**config.mk**
```make
export PLATFORM = sky130hd
export DESIGN_NAME = sms_standby_seq
export DESIGN_NICKNAME = d
export VERILOG_FILES = /design/src/logic/sms_pkg.sv /design/src/logic/sms_settle_if.sv /design/src/logic/sms_settle_cnt.sv /design/src/logic/sms_standby_seq.sv
export SDC_FILE = /design/constraint.sdc
export NUM_CORES = 1
export LEC_CHECK = 0
export BUFFER_PORTS_ARGS = -buffer_cell sky130_fd_sc_hd__buf_2
export CAP_MARGIN = 20
export CORE_AREA = 4 4 80 82
export DETAILED_ROUTE_END_ITERATION = 10
export DIE_AREA = 0 0 84 86
export PLACE_DENSITY_LB_ADDON = 0.15
export SLEW_MARGIN = 0
export SYNTH_ARGS = -nofsm -noshare
export SYNTH_HDL_FRONTEND = slang
export SYNTH_SLANG_ARGS = --single-unit
```
**constraint.sdc**
```tcl
create_clock -name pclk -period 3.14 [get_ports pclk]
set_input_delay 0.471 -clock pclk [delete_from_list [all_inputs] [get_ports pclk]]
set_output_delay 0.471 -clock pclk [all_outputs]
set_load 0.01 [all_outputs]
```
**src/logic/sms_pkg.sv**
```systemverilog
// shared constants and types for the standby mode sequencer
package sms_pkg;
    localparam int unsigned ADDR_W = 12;
    localparam int unsigned CNT_W = 18;
    localparam logic [11:0] OFF_SYSCTL = 12'h000;
    localparam logic [11:0] OFF_DIVCTL = 12'h004;
    localparam logic [11:0] OFF_STATUS = 12'h008;
    localparam int unsigned BIT_STANDBY_SEL = 7;
    localparam int unsigned BIT_STS_HI = 6;
    localparam int unsigned BIT_STS_LO = 4;
    localparam int unsigned BIT_NMIEDGE = 3;
    localparam int unsigned BIT_RAMEN = 0;
    localparam int unsigned BIT_OSC = 4;
    localparam int unsigned BIT_DONE = 5;
    localparam logic [2:0] STS_RESET = 3'h0;
    localparam logic [1:0] DIV_RESET = 2'h0;
    localparam logic RAMEN_RESET = 1'b1;
    localparam logic [2:0] STS_8K = 3'h0;
    localparam logic [2:0] STS_16K = 3'h1;
    localparam logic [2:0] STS_32K = 3'h2;
    localparam logic [2:0] STS_64K = 3'h3;
    localparam logic [2:0] STS_128K = 3'h4;
    localparam logic [1:0] STS_ILLEGAL_TOP = 2'h3;
    localparam int unsigned SETTLE_8K = 8192;
    localparam int unsigned SETTLE_16K = 16384;
    localparam int unsigned SETTLE_32K = 32768;
    localparam int unsigned SETTLE_64K = 65536;
    localparam int unsigned SETTLE_128K = 131072;
    localparam int unsigned SETTLE_1K = 1024;
    localparam logic [2:0] DIV_MASK_1 = 3'h0;
    localparam logic [2:0] DIV_MASK_2 = 3'h1;
    localparam logic [2:0] DIV_MASK_4 = 3'h3;
    localparam logic [2:0] DIV_MASK_8 = 3'h7;
    typedef enum logic [2:0] {
        ST_RUN = 3'h0,
        ST_SWSTBY = 3'h1,
        ST_SETTLE = 3'h3,
        ST_RESWAIT = 3'h2,
        ST_HWSTBY = 3'h6
    } sms_state_type;
endpackage : sms_pkg

```
**src/logic/sms_settle_if.sv**
```systemverilog
// carrier between the sequencer and its settling counter
interface sms_settle_if;
    import sms_pkg::*;
    logic run;
    logic tick;
    logic [CNT_W-1:0] limit;
    logic done;
    modport ctl (output run, output tick, output limit, input done);
    modport cnt (input run, input tick, input limit, output done);
endinterface : sms_settle_if

```
**src/logic/sms_settle_cnt.sv**
```systemverilog
// oscillator settling counter on the divided clock enable
module sms_settle_cnt (
    input wire logic pclk,
    input wire logic presetn,
    sms_settle_if.cnt stl
);
    import sms_pkg::*;
    logic [CNT_W-1:0] cnt_ff;
    logic [CNT_W-1:0] nxt_cnt;
    logic done_ff;
    logic nxt_done;
    logic at_end;

    assign at_end = (cnt_ff == stl.limit - CNT_W'(1));
    assign nxt_cnt = !stl.run ? '0 : (stl.tick && !done_ff && !at_end) ? cnt_ff + CNT_W'(1)
                   : cnt_ff;
    assign nxt_done = stl.run && (done_ff || (stl.tick && at_end));
    assign stl.done = done_ff;

    always_ff @(posedge pclk or negedge presetn) begin
        if (!presetn) begin
            cnt_ff <= '0;
            done_ff <= 1'b0;
        end else begin
            cnt_ff <= nxt_cnt;
            done_ff <= nxt_done;
        end
    end
endmodule : sms_settle_cnt

```
**src/logic/sms_standby_seq.sv**
```systemverilog
// software and hardware standby sequencer with apb control registers
// Operation
// - power-down instruction with standby_select 1 enters software standby
// - software standby halts cpu, clock, peripherals; resets peripherals; keeps registers, ram
// - enabled interrupt wakes: oscillator on, settle, clock on, interrupt handling
// - disabled or masked interrupt request leaves software standby untouched
// - chip_init_pin_n fall clocks chip at once; its rise starts reset handling
// - hw_standby_pin_n low in software standby enters hardware standby
// - settle code selects 8192,16384,32768,65536,131072,1024 states; 11x illegal
// - settling count runs on divided clock, doubling per divide step
// - nmi_edge_select picks nmi edge: 0 falling, 1 rising
// - software standby holds all i/o ports in existing state
// - hw_standby_pin_n low anywhere halts, resets all but ram, tri-states ports
// - standby pin rises with init low; oscillator starts; init rise resets
// - standby_select stays 1 after interrupt wake until software clears it
module sms_standby_seq #(
    parameter int unsigned SETTLE_CNT_8K = sms_pkg::SETTLE_8K,
    parameter int unsigned SETTLE_CNT_16K = sms_pkg::SETTLE_16K,
    parameter int unsigned SETTLE_CNT_32K = sms_pkg::SETTLE_32K,
    parameter int unsigned SETTLE_CNT_64K = sms_pkg::SETTLE_64K,
    parameter int unsigned SETTLE_CNT_128K = sms_pkg::SETTLE_128K,
    parameter int unsigned SETTLE_CNT_1K = sms_pkg::SETTLE_1K
) (
    input wire logic pclk,
    input wire logic presetn,
    input wire logic psel,
    input wire logic penable,
    input wire logic pwrite,
    input wire logic [sms_pkg::ADDR_W-1:0] paddr,
    input wire logic [31:0] pwdata,
    output logic [31:0] prdata,
    output logic pready,
    output logic pslverr,
    input wire logic power_down_instr,
    input wire logic chip_init_pin_n,
    input wire logic hw_standby_pin_n,
    input wire logic nmi_pin,
    input wire logic ext_int_0_pin,
    input wire logic ext_int_1_pin,
    input wire logic [1:0] ext_int_enable,
    input wire logic cpu_int_mask,
    output logic cpu_halt,
    output logic chip_clk_en,
    output logic periph_reset,
    output logic osc_run,
    output logic port_hold,
    output logic port_hiz,
    output logic int_exc_start,
    output logic rst_exc_start,
    output logic ram_enable
);
    import sms_pkg::*;

    // elaboration check: counts must fit the settle counter
    if (SETTLE_CNT_128K >= (1 << CNT_W) || SETTLE_CNT_1K == 0 || SETTLE_CNT_8K == 0 ||
        SETTLE_CNT_16K == 0 || SETTLE_CNT_32K == 0 || SETTLE_CNT_64K == 0 ||
        SETTLE_CNT_128K == 0 || ADDR_W < 4) begin : g_bad_settle
        $error("sms_standby_seq: settle counts must be 1 .. 2**CNT_W-1");
    end

    sms_settle_if stl ();

    sms_state_type state_ff;
    sms_state_type nxt_state;
    logic standby_select_ff;
    logic [2:0] settle_time_select_ff;
    logic nmi_edge_select_ff;
    logic ram_enable_ff;
    logic [1:0] clock_divide_select_ff;
    logic [2:0] div_cnt_ff;
    logic init_prev_ff;
    logic nmi_prev_ff;
    logic pready_ff;
    logic pslverr_ff;
    logic [31:0] prdata_ff;
    logic cpu_halt_ff;
    logic chip_clk_en_ff;
    logic periph_reset_ff;
    logic osc_run_ff;
    logic port_hold_ff;
    logic port_hiz_ff;
    logic int_exc_ff;
    logic rst_exc_ff;

    // apb decode
    wire acc = psel && penable;
    wire acc_first = acc && !pready_ff;
    wire acc_done = acc && pready_ff;
    wire hit_sys = (paddr == OFF_SYSCTL[ADDR_W-1:0]);
    wire hit_div = (paddr == OFF_DIVCTL[ADDR_W-1:0]);
    wire hit_sta = (paddr == OFF_STATUS[ADDR_W-1:0]);
    wire mapped = hit_sys || hit_div || hit_sta;
    wire in_hw = (state_ff == ST_HWSTBY);
    wire sys_wr = acc_done && pwrite && hit_sys && !in_hw;
    wire div_wr = acc_done && pwrite && hit_div && !in_hw;
    wire [2:0] wr_sts = pwdata[BIT_STS_HI:BIT_STS_LO];
    // illegal 11x settle code is refused, old code kept
    wire sts_legal = (wr_sts[2:1] != STS_ILLEGAL_TOP);
    wire [2:0] nxt_sts = (sys_wr && sts_legal) ? wr_sts : settle_time_select_ff;

    wire [31:0] sys_rd = {24'h0, standby_select_ff, settle_time_select_ff,
                          nmi_edge_select_ff, 2'h0, ram_enable_ff};
    wire [31:0] div_rd = {30'h0, clock_divide_select_ff};
    wire [31:0] sta_rd = {26'h0, stl.done, osc_run_ff, 1'b0, state_ff};
    wire [31:0] nxt_prdata = hit_sys ? sys_rd : hit_div ? div_rd : hit_sta ? sta_rd : 32'h0;

    // pin events
    wire init_fall = init_prev_ff && !chip_init_pin_n;
    wire init_rise = !init_prev_ff && chip_init_pin_n;
    wire nmi_edge = nmi_edge_select_ff ? (!nmi_prev_ff && nmi_pin) : (nmi_prev_ff && !nmi_pin);
    // irq needs enable and no cpu mask; nmi is never masked
    wire irq_wake = !cpu_int_mask && ((!ext_int_0_pin && ext_int_enable[0]) ||
                                      (!ext_int_1_pin && ext_int_enable[1]));
    wire wake = nmi_edge || irq_wake;

    // divided clock enable, steps double the wait
    wire [2:0] div_mask = (clock_divide_select_ff == 2'h0) ? DIV_MASK_1 :
                          (clock_divide_select_ff == 2'h1) ? DIV_MASK_2 :
                          (clock_divide_select_ff == 2'h2) ? DIV_MASK_4 : DIV_MASK_8;
    // tick on the last cycle of each period, so n ticks span n full divided states
    wire div_tick = osc_run_ff && ((div_cnt_ff & div_mask) == div_mask);

    wire [CNT_W-1:0] settle_limit =
        (settle_time_select_ff == STS_8K) ? CNT_W'(SETTLE_CNT_8K) :
        (settle_time_select_ff == STS_16K) ? CNT_W'(SETTLE_CNT_16K) :
        (settle_time_select_ff == STS_32K) ? CNT_W'(SETTLE_CNT_32K) :
        (settle_time_select_ff == STS_64K) ? CNT_W'(SETTLE_CNT_64K) :
        (settle_time_select_ff == STS_128K) ? CNT_W'(SETTLE_CNT_128K) : CNT_W'(SETTLE_CNT_1K);

    assign stl.run = (state_ff == ST_SETTLE);
    assign stl.tick = div_tick;
    assign stl.limit = settle_limit;

    sms_settle_cnt u_settle (
        .pclk(pclk),
        .presetn(presetn),
        .stl(stl)
    );

    always_comb begin
        nxt_state = state_ff;
        if (!hw_standby_pin_n) begin
            nxt_state = ST_HWSTBY;
        end else begin
            unique case (state_ff)
                ST_RUN: begin
                    if (power_down_instr && standby_select_ff) begin
                        nxt_state = ST_SWSTBY;
                    end
                end
                ST_SWSTBY: begin
                    // init fall takes priority over interrupts
                    if (init_fall) begin
                        nxt_state = ST_RESWAIT;
                    end else if (wake) begin
                        nxt_state = ST_SETTLE;
                    end
                end
                ST_SETTLE: begin
                    if (init_fall) begin
                        nxt_state = ST_RESWAIT;
                    end else if (stl.done) begin
                        nxt_state = ST_RUN;
                    end
                end
                ST_RESWAIT: begin
                    if (init_rise) begin
                        nxt_state = ST_RUN;
                    end
                end
                ST_HWSTBY: begin
                    // leave with standby pin high, wait for init rise
                    nxt_state = ST_RESWAIT;
                end
                default: begin
                    nxt_state = ST_HWSTBY;
                end
            endcase
        end
    end

    // output decode from next state so outputs align with state_ff
    wire n_run = (nxt_state == ST_RUN);
    wire n_sw = (nxt_state == ST_SWSTBY);
    wire n_set = (nxt_state == ST_SETTLE);
    wire n_rw = (nxt_state == ST_RESWAIT);
    wire n_hw = (nxt_state == ST_HWSTBY);
    wire nxt_cpu_halt = !n_run;
    wire nxt_periph_reset = !n_run;
    wire nxt_chip_clk_en = n_run || n_rw;
    wire nxt_osc_run = n_run || n_set || n_rw;
    // ports hold during software standby and settling
    wire nxt_port_hold = n_sw || n_set;
    wire nxt_port_hiz = n_hw;
    wire nxt_int_exc = (state_ff == ST_SETTLE) && n_run;
    wire nxt_rst_exc = (state_ff == ST_RESWAIT) && n_run;

    always_ff @(posedge pclk or negedge presetn) begin
        if (!presetn) begin
            state_ff <= ST_RUN;
            div_cnt_ff <= 3'h0;
            init_prev_ff <= 1'b1;
            nmi_prev_ff <= 1'b1;
        end else begin
            state_ff <= nxt_state;
            div_cnt_ff <= osc_run_ff ? div_cnt_ff + 3'h1 : 3'h0;
            init_prev_ff <= chip_init_pin_n;
            nmi_prev_ff <= nmi_pin;
        end
    end

    // control registers; cleared while in hardware standby
    always_ff @(posedge pclk or negedge presetn) begin
        if (!presetn) begin
            standby_select_ff <= 1'b0;
            settle_time_select_ff <= STS_RESET;
            nmi_edge_select_ff <= 1'b0;
            ram_enable_ff <= RAMEN_RESET;
            clock_divide_select_ff <= DIV_RESET;
        end else if (in_hw || !hw_standby_pin_n) begin
            standby_select_ff <= 1'b0;
            settle_time_select_ff <= STS_RESET;
            nmi_edge_select_ff <= 1'b0;
            ram_enable_ff <= RAMEN_RESET;
            clock_divide_select_ff <= DIV_RESET;
        end else begin
            // only a software write changes standby_select
            standby_select_ff <= sys_wr ? pwdata[BIT_STANDBY_SEL] : standby_select_ff;
            settle_time_select_ff <= nxt_sts;
            nmi_edge_select_ff <= sys_wr ? pwdata[BIT_NMIEDGE] : nmi_edge_select_ff;
            ram_enable_ff <= sys_wr ? pwdata[BIT_RAMEN] : ram_enable_ff;
            clock_divide_select_ff <= div_wr ? pwdata[1:0] : clock_divide_select_ff;
        end
    end

    // one wait state keeps pready registered
    always_ff @(posedge pclk or negedge presetn) begin
        if (!presetn) begin
            pready_ff <= 1'b0;
            pslverr_ff <= 1'b0;
            prdata_ff <= 32'h0;
        end else begin
            pready_ff <= acc_first;
            pslverr_ff <= acc_first && !mapped;
            prdata_ff <= (acc_first && !pwrite) ? nxt_prdata : prdata_ff;
        end
    end

    always_ff @(posedge pclk or negedge presetn) begin
        if (!presetn) begin
            cpu_halt_ff <= 1'b0;
            chip_clk_en_ff <= 1'b1;
            periph_reset_ff <= 1'b0;
            osc_run_ff <= 1'b1;
            port_hold_ff <= 1'b0;
            port_hiz_ff <= 1'b0;
            int_exc_ff <= 1'b0;
            rst_exc_ff <= 1'b0;
        end else begin
            cpu_halt_ff <= nxt_cpu_halt;
            chip_clk_en_ff <= nxt_chip_clk_en;
            periph_reset_ff <= nxt_periph_reset;
            osc_run_ff <= nxt_osc_run;
            port_hold_ff <= nxt_port_hold;
            port_hiz_ff <= nxt_port_hiz;
            int_exc_ff <= nxt_int_exc;
            rst_exc_ff <= nxt_rst_exc;
        end
    end

    assign prdata = prdata_ff;
    assign pready = pready_ff;
    assign pslverr = pslverr_ff;
    assign cpu_halt = cpu_halt_ff;
    assign chip_clk_en = chip_clk_en_ff;
    assign periph_reset = periph_reset_ff;
    assign osc_run = osc_run_ff;
    assign port_hold = port_hold_ff;
    assign port_hiz = port_hiz_ff;
    assign int_exc_start = int_exc_ff;
    assign rst_exc_start = rst_exc_ff;
    assign ram_enable = ram_enable_ff;
endmodule : sms_standby_seq
```
==> results.yml, run 1 <==
worst_setup_path:
  r2r_slack_ns: 0.72
  arrival_ns: 2.58
  cp-end-kind: "flip-flop"
  r2r-start: "settle_time_select_ff[2]$_DFFE_PN0P_"
  worst_r2r_path_depth: 6
  cp_max_fo: 10
  critPathKind: "flip-flop to flip-flop"
  crit_start: "settle_time_select_ff[2]$_DFFE_PN0P_"
  endpoint: "u_settle.cnt_ff[1]$_DFFE_PN0P_"
  worstReg2RegEnd: "u_settle.cnt_ff[1]$_DFFE_PN0P_"
  start_kind: "flip-flop"
  required_ns: 3.30
power:
  powerDensity_nw_per_um2: 379
  power_switching_uw: 287
  p_leak_uw: 0.00139
  power_frac_comb_pct: 7.7
  clkPwrFrac_pct: 33.9
  vdd_drop_max_v: 0.000228
  seq_power_share_pct: 58.4
  netSwitchingFraction_pct: 24.4
  intPower_uw: 892
final_layout:
  syn_to_final_growth_pct: 11.8
  drive_gt1_share_pct: 22.7
  layout_common_cells: "buf_2 (51), dfrtp_1 (47), nor2_1 (29), nand2_1 (29), conb_1 (24)"
  final_common_cell: "buf_2"
  n_antenna_cell: 0
  fin_nets: 398
grt:
  grt_max_degree: 36
  grt_usage_pct: 16.3
  antenna_found_initial: 0
  grt_overflow: 0
  grt_pass1_vias: 2028
  grt_pass1_wl_mm: 9.53
logic_synthesis:
  syn_area_um2: 2790
  synth_edf_count: 0
  synth_warnings: 0
  ys.flop_type: "dfrtp_1"
  syn_inst: 288
  ys_seq_area_share_pct: 46.9
  synth.distinct_cells: 52
  yosys.area.top_type: "dfrtp_1"
  syn_avg_cell_area_um2: 9.67
  synthArstFlopShare_pct: 100
  synth_top_area_share_pct: 42.2
  synth_area_leaders: "dfrtp_1 (42%), buf_4 (6.7%), dfstp_2 (4.7%), nand2_1 (3.9%), nor2_1 (3.9%)"
  ys_seq_elements: 52
floorplan:
  die_area_um2: 7220
  num_rows: 28
  io_pins: 101
  die_w_um: 84
  die_h_um: 86
  start_util_pct: 48.5
  core_um2: 5750
sta:
  hold_ws_ns: 0.252
  slew_headroom_pct: 44.0
  rsz0062_at_grt: "false"
  drv_slew: 0
  setup_viol: 0
  fin_ws_ns: 0.721
  fmax_ghz: 0.413
  clock_skew_ns: 0.0101
  period_minus_slack_ns: 2.42
  fin_setup_tns_ns: 0
  min_period_over_period_pct: 77.0
  hold_violations: 0
  worst_pin_slew_ns: 0.837
clocking:
  clk_path_buf_depth: 2
  cts_made_buffers: 5
  cts_tree: "done"
  hold_buffers: 0
  clock_latency_ns: 0.31
  cts-root-buf: "clkbuf_8"
  post_cts_resized: 0
  path_clk_slew_ns: 0.10
  cts_setup_buffers: 0
  clock_sinks: 52
  cts_max_level: 2
status:
  status: "finished clean"
detailed_routing:
  drt_drc_violations_left: 0
  vias_per_cell: 5.21
  drt_iter0_drc: 58
  routed_wl_mm: 5.56
  ant_nets: 0
  wl_per_cell_um: 13.4
  drtPass1Iterations: 4
  dr_total_vias: 2156
placement:
  routabilityCongestion: 0.804
  detailed_place_hpwl_mm: 4.23
  pre_cts_slack_ns: 0.730
  port_buffers: 51
min_path:
  min_path_type: "input port to async pin"
run:
  drv_cap: 0
## critical path, stage by stage (launching register included)
cell	delay [ns]
dfrtp_1	0.48
or3_4	0.43
a221oi_4	0.32
o2111ai_4	0.26
o31ai_4	0.49
mux2i_1	0.23
nor2_1	0.06
## per-layer routing
metal / track usage [%] / share of wire (%) / up-vias
li1: - / - / 1082
met1: 22.0 / 47 / 1027
met2: 26.4 / 47 / 43
met3: 3.65 / 4.7 / 4
met4: 4.82 / 1.2 / 0
met5: 0 / 0 / -
## worst min-delay path by stage
stage / slack (ns) / to / depth (start not counted)
detailed placement: 0.46 / prdata[5]$_DFFE_PN0P_ / 2
global route: 0.25 / init_prev_ff$_DFF_PN1_ / 1
floorplan: 0.18 / clock_divide_select_ff[0]$_DFFE_PN0P_ / 0
global placement: 0.45 / div_cnt_ff[0]$_DFF_PN0_ / 1
CTS: 0.26 / init_prev_ff$_DFF_PN1_ / 1
finish: 0.25 / u_settle.cnt_ff[16]$_DFFE_PN0P_ / 1
## registers in the layout, indices dropped and copies added (netlist names), 2 cells and up
| signal | flops |
|---|---|
| div_cnt_ff | 3 |
| state_ff | 3 |
| prdata | 8 |
| u_settle.cnt_ff | 18 |
| clock_divide_select_ff | 2 |
| settle_time_select_ff | 3 |
## kinds of logic after synthesis
logic type                 share of synthesized area (%)
muxes                                               2.88
DFF                                                 46.9
and+or+nand+nor                                     20.4
AOI/OAI and AO/OA                                   17.1
xor gates and xnor gates                            2.83
adders and majority gates                          0.898
buffers and inverters                               8.81
other                                              0.135
## through the flow
| step | std cells | cell area [um2] | util, % | total power [uW] |
|---|---|---|---|---|
| floorplan | 311 | 2870 | - | 767 |
| global placement | 406 | 3020 | 52.5 | 792 |
| detailed placement | 406 | 3020 | 52.5 | 793 |
| CTS | 414 | 3110 | 54.2 | 1200 |
| global route | 414 | 3110 | 54.2 | 1240 |
| finish | 414 | 3110 | 54.2 | 1180 |
## power groups by stage
stage	registers, uW	clock network [uW]	logic (uW)
2_1_floorplan	702	0	64.7
3_3_place_gp	702	0	89.8
3_5_place_dp	702	0	91.4
4_1_cts	689	415	91.7
5_1_grt	691	445	102
6_report	689	400	90.4
## final cells by class
| class | instances | area (um2) |
|---|---|---|
| Fill cell | 562 | 2630 |
| Tap cell | 75 | 93.8 |
| Clock inverter | 2 | 15.0 |
| Inverter | 7 | 26.3 |
| Timing Repair Buffer | 53 | 270 |
| Sequential cell | 52 | 1310 |
| Clock buffer | 6 | 82.6 |
| Multi-Input combinational cell | 219 | 1320 |
## cell usage after synthesis, types with 3 or more instances
master     number
xor2_1          7
nand4_1         3
nor4_1          4
nor2b_1         6
nor3_1          6
or3_1          10
and3_1          3
dfrtp_1        47
o2111ai_1       3
a21oi_1        19
inv_1           7
dfstp_2         5
buf_4          25
clkbuf_1        7
nand2_1        29
mux2i_1         8
nand3_1         6
o21ai_0        15
nand2b_1        5
o31ai_1         5
nor2_1         29
No activity file was read; power rests on OpenSTA's default activity.
==> inputs of run 2 (changes only) <==
Clock period 3.14 ns to 2.3 ns, I/O delays scaled along.
==> results.yml, run 2 (synthesized netlist as in run 1, its figures left out) <==
status:
  status: "finished clean"
worst_setup_path:
  cp-end-kind: "flip-flop"
  crit_family: "compound AO/OA/AOI/OAI gates"
  path_buf_inv: 1
  worst_r2r_path_depth: 7
  cp_max_fo: 10
  cp_slowest_cell: "dfrtp_1"
  crit_start: "settle_time_select_ff[2]$_DFFE_PN0P_"
  required_ns: 2.50
  crit_chain: "or3_4, a221oi_4, o2111ai_4, o31ai_4, buf_12, mux2i_1, nor2_1"
  start_kind: "flip-flop"
  r2r_slack_ns: 0.10
  critPathKind: "flip-flop to flip-flop"
  worstReg2RegEnd: "u_settle.cnt_ff[1]$_DFFE_PN0P_"
  worst-path-stages: 7
  max_stage_delay_ns: 0.43
  r2r-start: "settle_time_select_ff[2]$_DFFE_PN0P_"
  endpoint: "u_settle.cnt_ff[1]$_DFFE_PN0P_"
  arrival_ns: 2.40
clocking:
  clk_path_buf_depth: 2
  cts_max_level: 2
  path_clk_slew_ns: 0.10
  cts_made_buffers: 5
  clock_latency_ns: 0.31
  cts_tree: "done"
  clock_sinks: 52
  cts-root-buf: "clkbuf_8"
final_layout:
  final_util_pct: 57.6
  syn_to_final_growth_pct: 18.7
  seq_area_um2: 1310
  multi_input_area_um2: 1340
  largest_register: "u_settle.cnt_ff"
  nFillCells: 540
  stdcell_count: 434
  layout_common_cells: "buf_2 (51), dfrtp_1 (47), nor2_1 (29), nand2_1 (29), conb_1 (24)"
  largest_reg_flops: 18
  n_antenna_cell: 0
  fin_nets: 418
  final_common_cell: "buf_2"
  drive_gt1_share_pct: 27.3
grt:
  grt_pass1_wl_mm: 10.0
  grt_pass1_vias: 2142
  grt_max_degree: 26
  grt_usage_pct: 17.1
  grt_overflow: 0
  antenna_found_initial: 0
detailed_routing:
  vias_per_cell: 5.09
  dr_total_vias: 2210
  drt_iter0_drc: 112
  drt_drc_violations_left: 0
  drtPass1Iterations: 4
  ant_nets: 0
  wl_per_cell_um: 13.2
  routed_wl_mm: 5.73
floorplan:
  core_um2: 5750
  start_util_pct: 48.5
  die_h_um: 86
  num_rows: 28
  die_area_um2: 7220
  io_pins: 101
  die_w_um: 84
min_path:
  min_path_type: "input port to async pin"
sta:
  fin_ws_ns: 0.104
  period_minus_slack_ns: 2.20
  worst_pin_slew_ns: 0.548
  drv_slew: 0
  fin_setup_tns_ns: 0
  slew_headroom_pct: 63.4
  min_period_over_period_pct: 95.5
  fmax_ghz: 0.455
  clock_skew_ns: 0.00422
  setup_viol: 0
  hold_violations: 0
  rsz0062_at_grt: "true"
placement:
  pre_cts_slack_ns: 0.00225
  port_buffers: 51
  detailed_place_hpwl_mm: 4.41
  routabilityCongestion: 0.812
  dp.cells: 422
power:
  total_power_uw: 1610
  power_frac_comb_pct: 8.0
  power_switching_uw: 411
  p_leak_uw: 0.00149
  clkPwrFrac_pct: 33.5
  powerDensity_nw_per_um2: 486
  vdd_drop_max_v: 0.000280
  intPower_uw: 1200
  netSwitchingFraction_pct: 25.5
  seq_power_share_pct: 58.5
run:
  drv_cap: 0
==> run 2: cell types whose count changed in the layout (fill, tap and decap cells not counted), sizes merged <==
cell | previous run | this run
inv | 7 | 8
buf | 53 | 73
clkbuf | 6 | 5
clkinvlp | 2 | 0
clkinv | 0 | 2
==> run 2: worst min-delay path by stage <==
stage / depth (start not counted) / endpoint / slack, ns / from
2_1_floorplan: 0 / clock_divide_select_ff[0]$_DFFE_PN0P_ / 0.05 / presetn
3_3_place_gp: 1 / u_settle.cnt_ff[17]$_DFFE_PN0P_ / 0.37 / presetn
3_5_place_dp: 1 / u_settle.cnt_ff[17]$_DFFE_PN0P_ / 0.37 / presetn
4_1_cts: 1 / standby_select_ff$_DFFE_PN0P_ / 0.03 / presetn
5_1_grt: 1 / nmi_edge_select_ff$_DFFE_PN0P_ / 0.05 / presetn
6_report: 1 / u_settle.cnt_ff[17]$_DFFE_PN0P_ / 0.01 / presetn
==> run 2: worst reg2reg max path, stage by stage (launching register included) <==
cell       delay (ns)
dfrtp_1          0.43
or3_4            0.41
a221oi_4         0.30
o2111ai_4        0.23
o31ai_4          0.31
buf_12           0.16
mux2i_1          0.19
nor2_1           0.05
==> run 2: timing repair <==
item                                   CTS  global route
setup buffers                            0             4
endpoints found under the hold margin    0             0
pin swaps                                1             4
gates resized for setup                  0             3
setup endpoints to repair                1            16
hold buffers                             0             0
==> run 2: final cells by class <==
type,instances,share of cell area (%)
clock buffer,5,2.08
clock inverter,3,0.681
inverter,7,0.795
multi-input combinational,219,40.6
sequential,52,39.5
tap,75,2.84
timing repair buffer,73,13.5
==> run 2: power by group through the flow <==
stage	clock network [uW]	logic, uW	registers, uW
5_1_grt	591	147	943
6_report	538	129	941
4_1_cts	557	127	941
2_1_floorplan	0	88.4	959
3_5_place_dp	0	126	958
3_3_place_gp	0	124	958
==> run 2: per-stage QoR <==
| step | cell area (um2) | hold slack (ns) |
|---|---|---|
| 2_1_floorplan | 2870 | 0.0494 |
| 3_3_place_gp | 3150 | 0.369 |
| 3_5_place_dp | 3150 | 0.369 |
| 4_1_cts | 3240 | 0.0266 |
| 5_1_grt | 3310 | 0.0500 |
| 6_report | 3310 | 0.0115 |
==> run 2: layer usage <==
metal	track usage [%]	wire length (um)	up-vias
met5	0	0	-
met4	4.82	77	0
met3	3.65	311	6
met2	28.6	2720	51
met1	22.6	2630	1043
li1	-	-	1110
==> inputs of run 3 (changes only) <==
Settings changed: CORE_AREA 4 4 80 82 to 4 4 84 86, DIE_AREA 0 0 84 86 to 0 0 88 90.
==> results.yml, run 3 (synthesized netlist as in run 1, its figures left out) <==
final_layout:
  drive_gt1_share_pct: 27.2
  stdcell_count: 433
  syn_to_final_growth_pct: 19.1
  fin_nets: 415
  largest_register: "u_settle.cnt_ff"
  largest_reg_flops: 18
  layout_common_cells: "buf_2 (51), dfrtp_1 (45), nor2_1 (29), nand2_1 (29), conb_1 (24)"
  finalInstanceArea_um2: 3320
  n_antenna_cell: 0
  final_common_cell: "buf_2"
clocking:
  cts-root-buf: "clkbuf_8"
  hold_buffers: 0
  clock_sinks: 52
  cts_tree: "done"
  cts_max_level: 2
  path_clk_slew_ns: 0.10
  clk_path_buf_depth: 2
  cts_made_buffers: 5
  clock_latency_ns: 0.30
power:
  p_leak_uw: 0.00149
  powerDensity_nw_per_um2: 519
  seq_power_share_pct: 54.7
  power_switching_uw: 386
  netSwitchingFraction_pct: 22.5
  clkPwrFrac_pct: 37.9
  vdd_drop_max_v: 0.000378
  power_frac_comb_pct: 7.4
  intPower_uw: 1330
grt:
  grt_usage_pct: 15.3
  grt_overflow: 0
  grt_pass1_wl_mm: 9.76
  grt_max_degree: 28
  antenna_found_initial: 0
  grt_pass1_vias: 2087
worst_setup_path:
  critPathKind: "flip-flop to flip-flop"
  crit_family: "compound AO/OA/AOI/OAI gates"
  cp-end-kind: "flip-flop"
  cp_slowest_cell: "dfrtp_2"
  start_kind: "flip-flop"
  worst-path-stages: 7
  max_stage_delay_ns: 0.48
  required_ns: 2.48
  crit_chain: "or3_4, a221oi_4, o2111ai_4, o311ai_2, buf_4, xor2_1, nor2_1"
  arrival_ns: 2.35
  path_buf_inv: 1
  worst_r2r_path_depth: 7
  cp_max_fo: 7
detailed_routing:
  ant_nets: 0
  dr_total_vias: 2212
  drt_drc_violations_left: 0
  drtPass1Iterations: 4
  wl_per_cell_um: 13.3
  vias_per_cell: 5.11
  routed_wl_mm: 5.77
  drt_iter0_drc: 95
sta:
  worst_pin_slew_ns: 0.594
  period_minus_slack_ns: 2.17
  fin_setup_tns_ns: 0
  fmax_ghz: 0.462
  setup_viol: 0
  drv_slew: 0
  slew_headroom_pct: 60.4
  hold_violations: 0
  rsz0062_at_grt: "false"
  min_period_over_period_pct: 94.2
  clock_skew_ns: 0.0123
placement:
  dp.cells: 425
  port_buffers: 51
  routabilityCongestion: 0.778
  detailed_place_hpwl_mm: 4.46
  place_area_um2: 3160
min_path:
  min_path_type: "input port to async pin"
floorplan:
  num_rows: 29
  core_um2: 6280
  die_area_um2: 7920
  io_pins: 101
  die_h_um: 90
  die_w_um: 88
  start_util_pct: 44.4
status:
  status: "finished clean"
run:
  drv_cap: 0
-- run 3: cell type report --
cell class / count / area, um2
clock inverter: 2 / 38.8
fill: 607 / 2960
sequential: 52 / 1310
inverter: 7 / 26.3
clock buffer: 6 / 82.6
timing repair buffer: 70 / 414
tap: 77 / 96.3
multi-input combinational: 219 / 1350
-- run 3: path summary, 6_finish.rpt --
check,startpoint,endpoint,slack [ns]
worst max-delay path,settle_time_select_ff[0]$_DFFE_PN0P_,u_settle.cnt_ff[13]$_DFFE_PN0P_,0.13
worst min-delay path,presetn,port_hiz$_DFF_PN0_,0.04
worst min register to register,div_cnt_ff[0]$_DFF_PN0_,div_cnt_ff[0]$_DFF_PN0_,0.47
min in group pclk,chip_init_pin_n,init_prev_ff$_DFF_PN1_,0.15
worst max register to register,settle_time_select_ff[0]$_DFFE_PN0P_,u_settle.cnt_ff[13]$_DFFE_PN0P_,0.13
max in group asynchronous,presetn,osc_run$_DFF_PN1_,1.65
-- run 3: routing by layer --
metal | part of all wire (%) | up-vias | global-route usage [%] | wire length (um)
met5 | 0 | - | 0 | 0
met4 | 0.55 | 0 | 4.22 | 32
met3 | 4.4 | 2 | 2.83 | 253
met2 | 47 | 45 | 23.9 | 2740
met1 | 48 | 1058 | 21.5 | 2740
li1 | - | 1107 | - | -
-- run 3: power by group through the flow --
stage               combinational, uW  sequential [uW]  clock, uW
detailed placement                129              958          0
CTS                               129              941        677
floorplan                        88.4              959          0
global placement                  127              958          0
global route                      147              944        715
finish                            128              941        652
-- run 3: timing repair --
action / CTS / global route
setup endpoints to repair: 0 / 11
resized for setup: 0 / 8
setup buffers: 0 / 0
-- run 3: through the flow --
step	power, uW	util, %	hold WS (ns)	setup WS (ns)
6_report	1720	52.8	0.0400	0.134
5_1_grt	1810	52.8	0.0775	0.00758
4_1_cts	1750	52.3	0.0585	0.0904
3_5_place_dp	1090	50.3	0.392	0.123
3_3_place_gp	1090	50.3	0.384	0.129
2_1_floorplan	1050	-	0.0494	0.0880
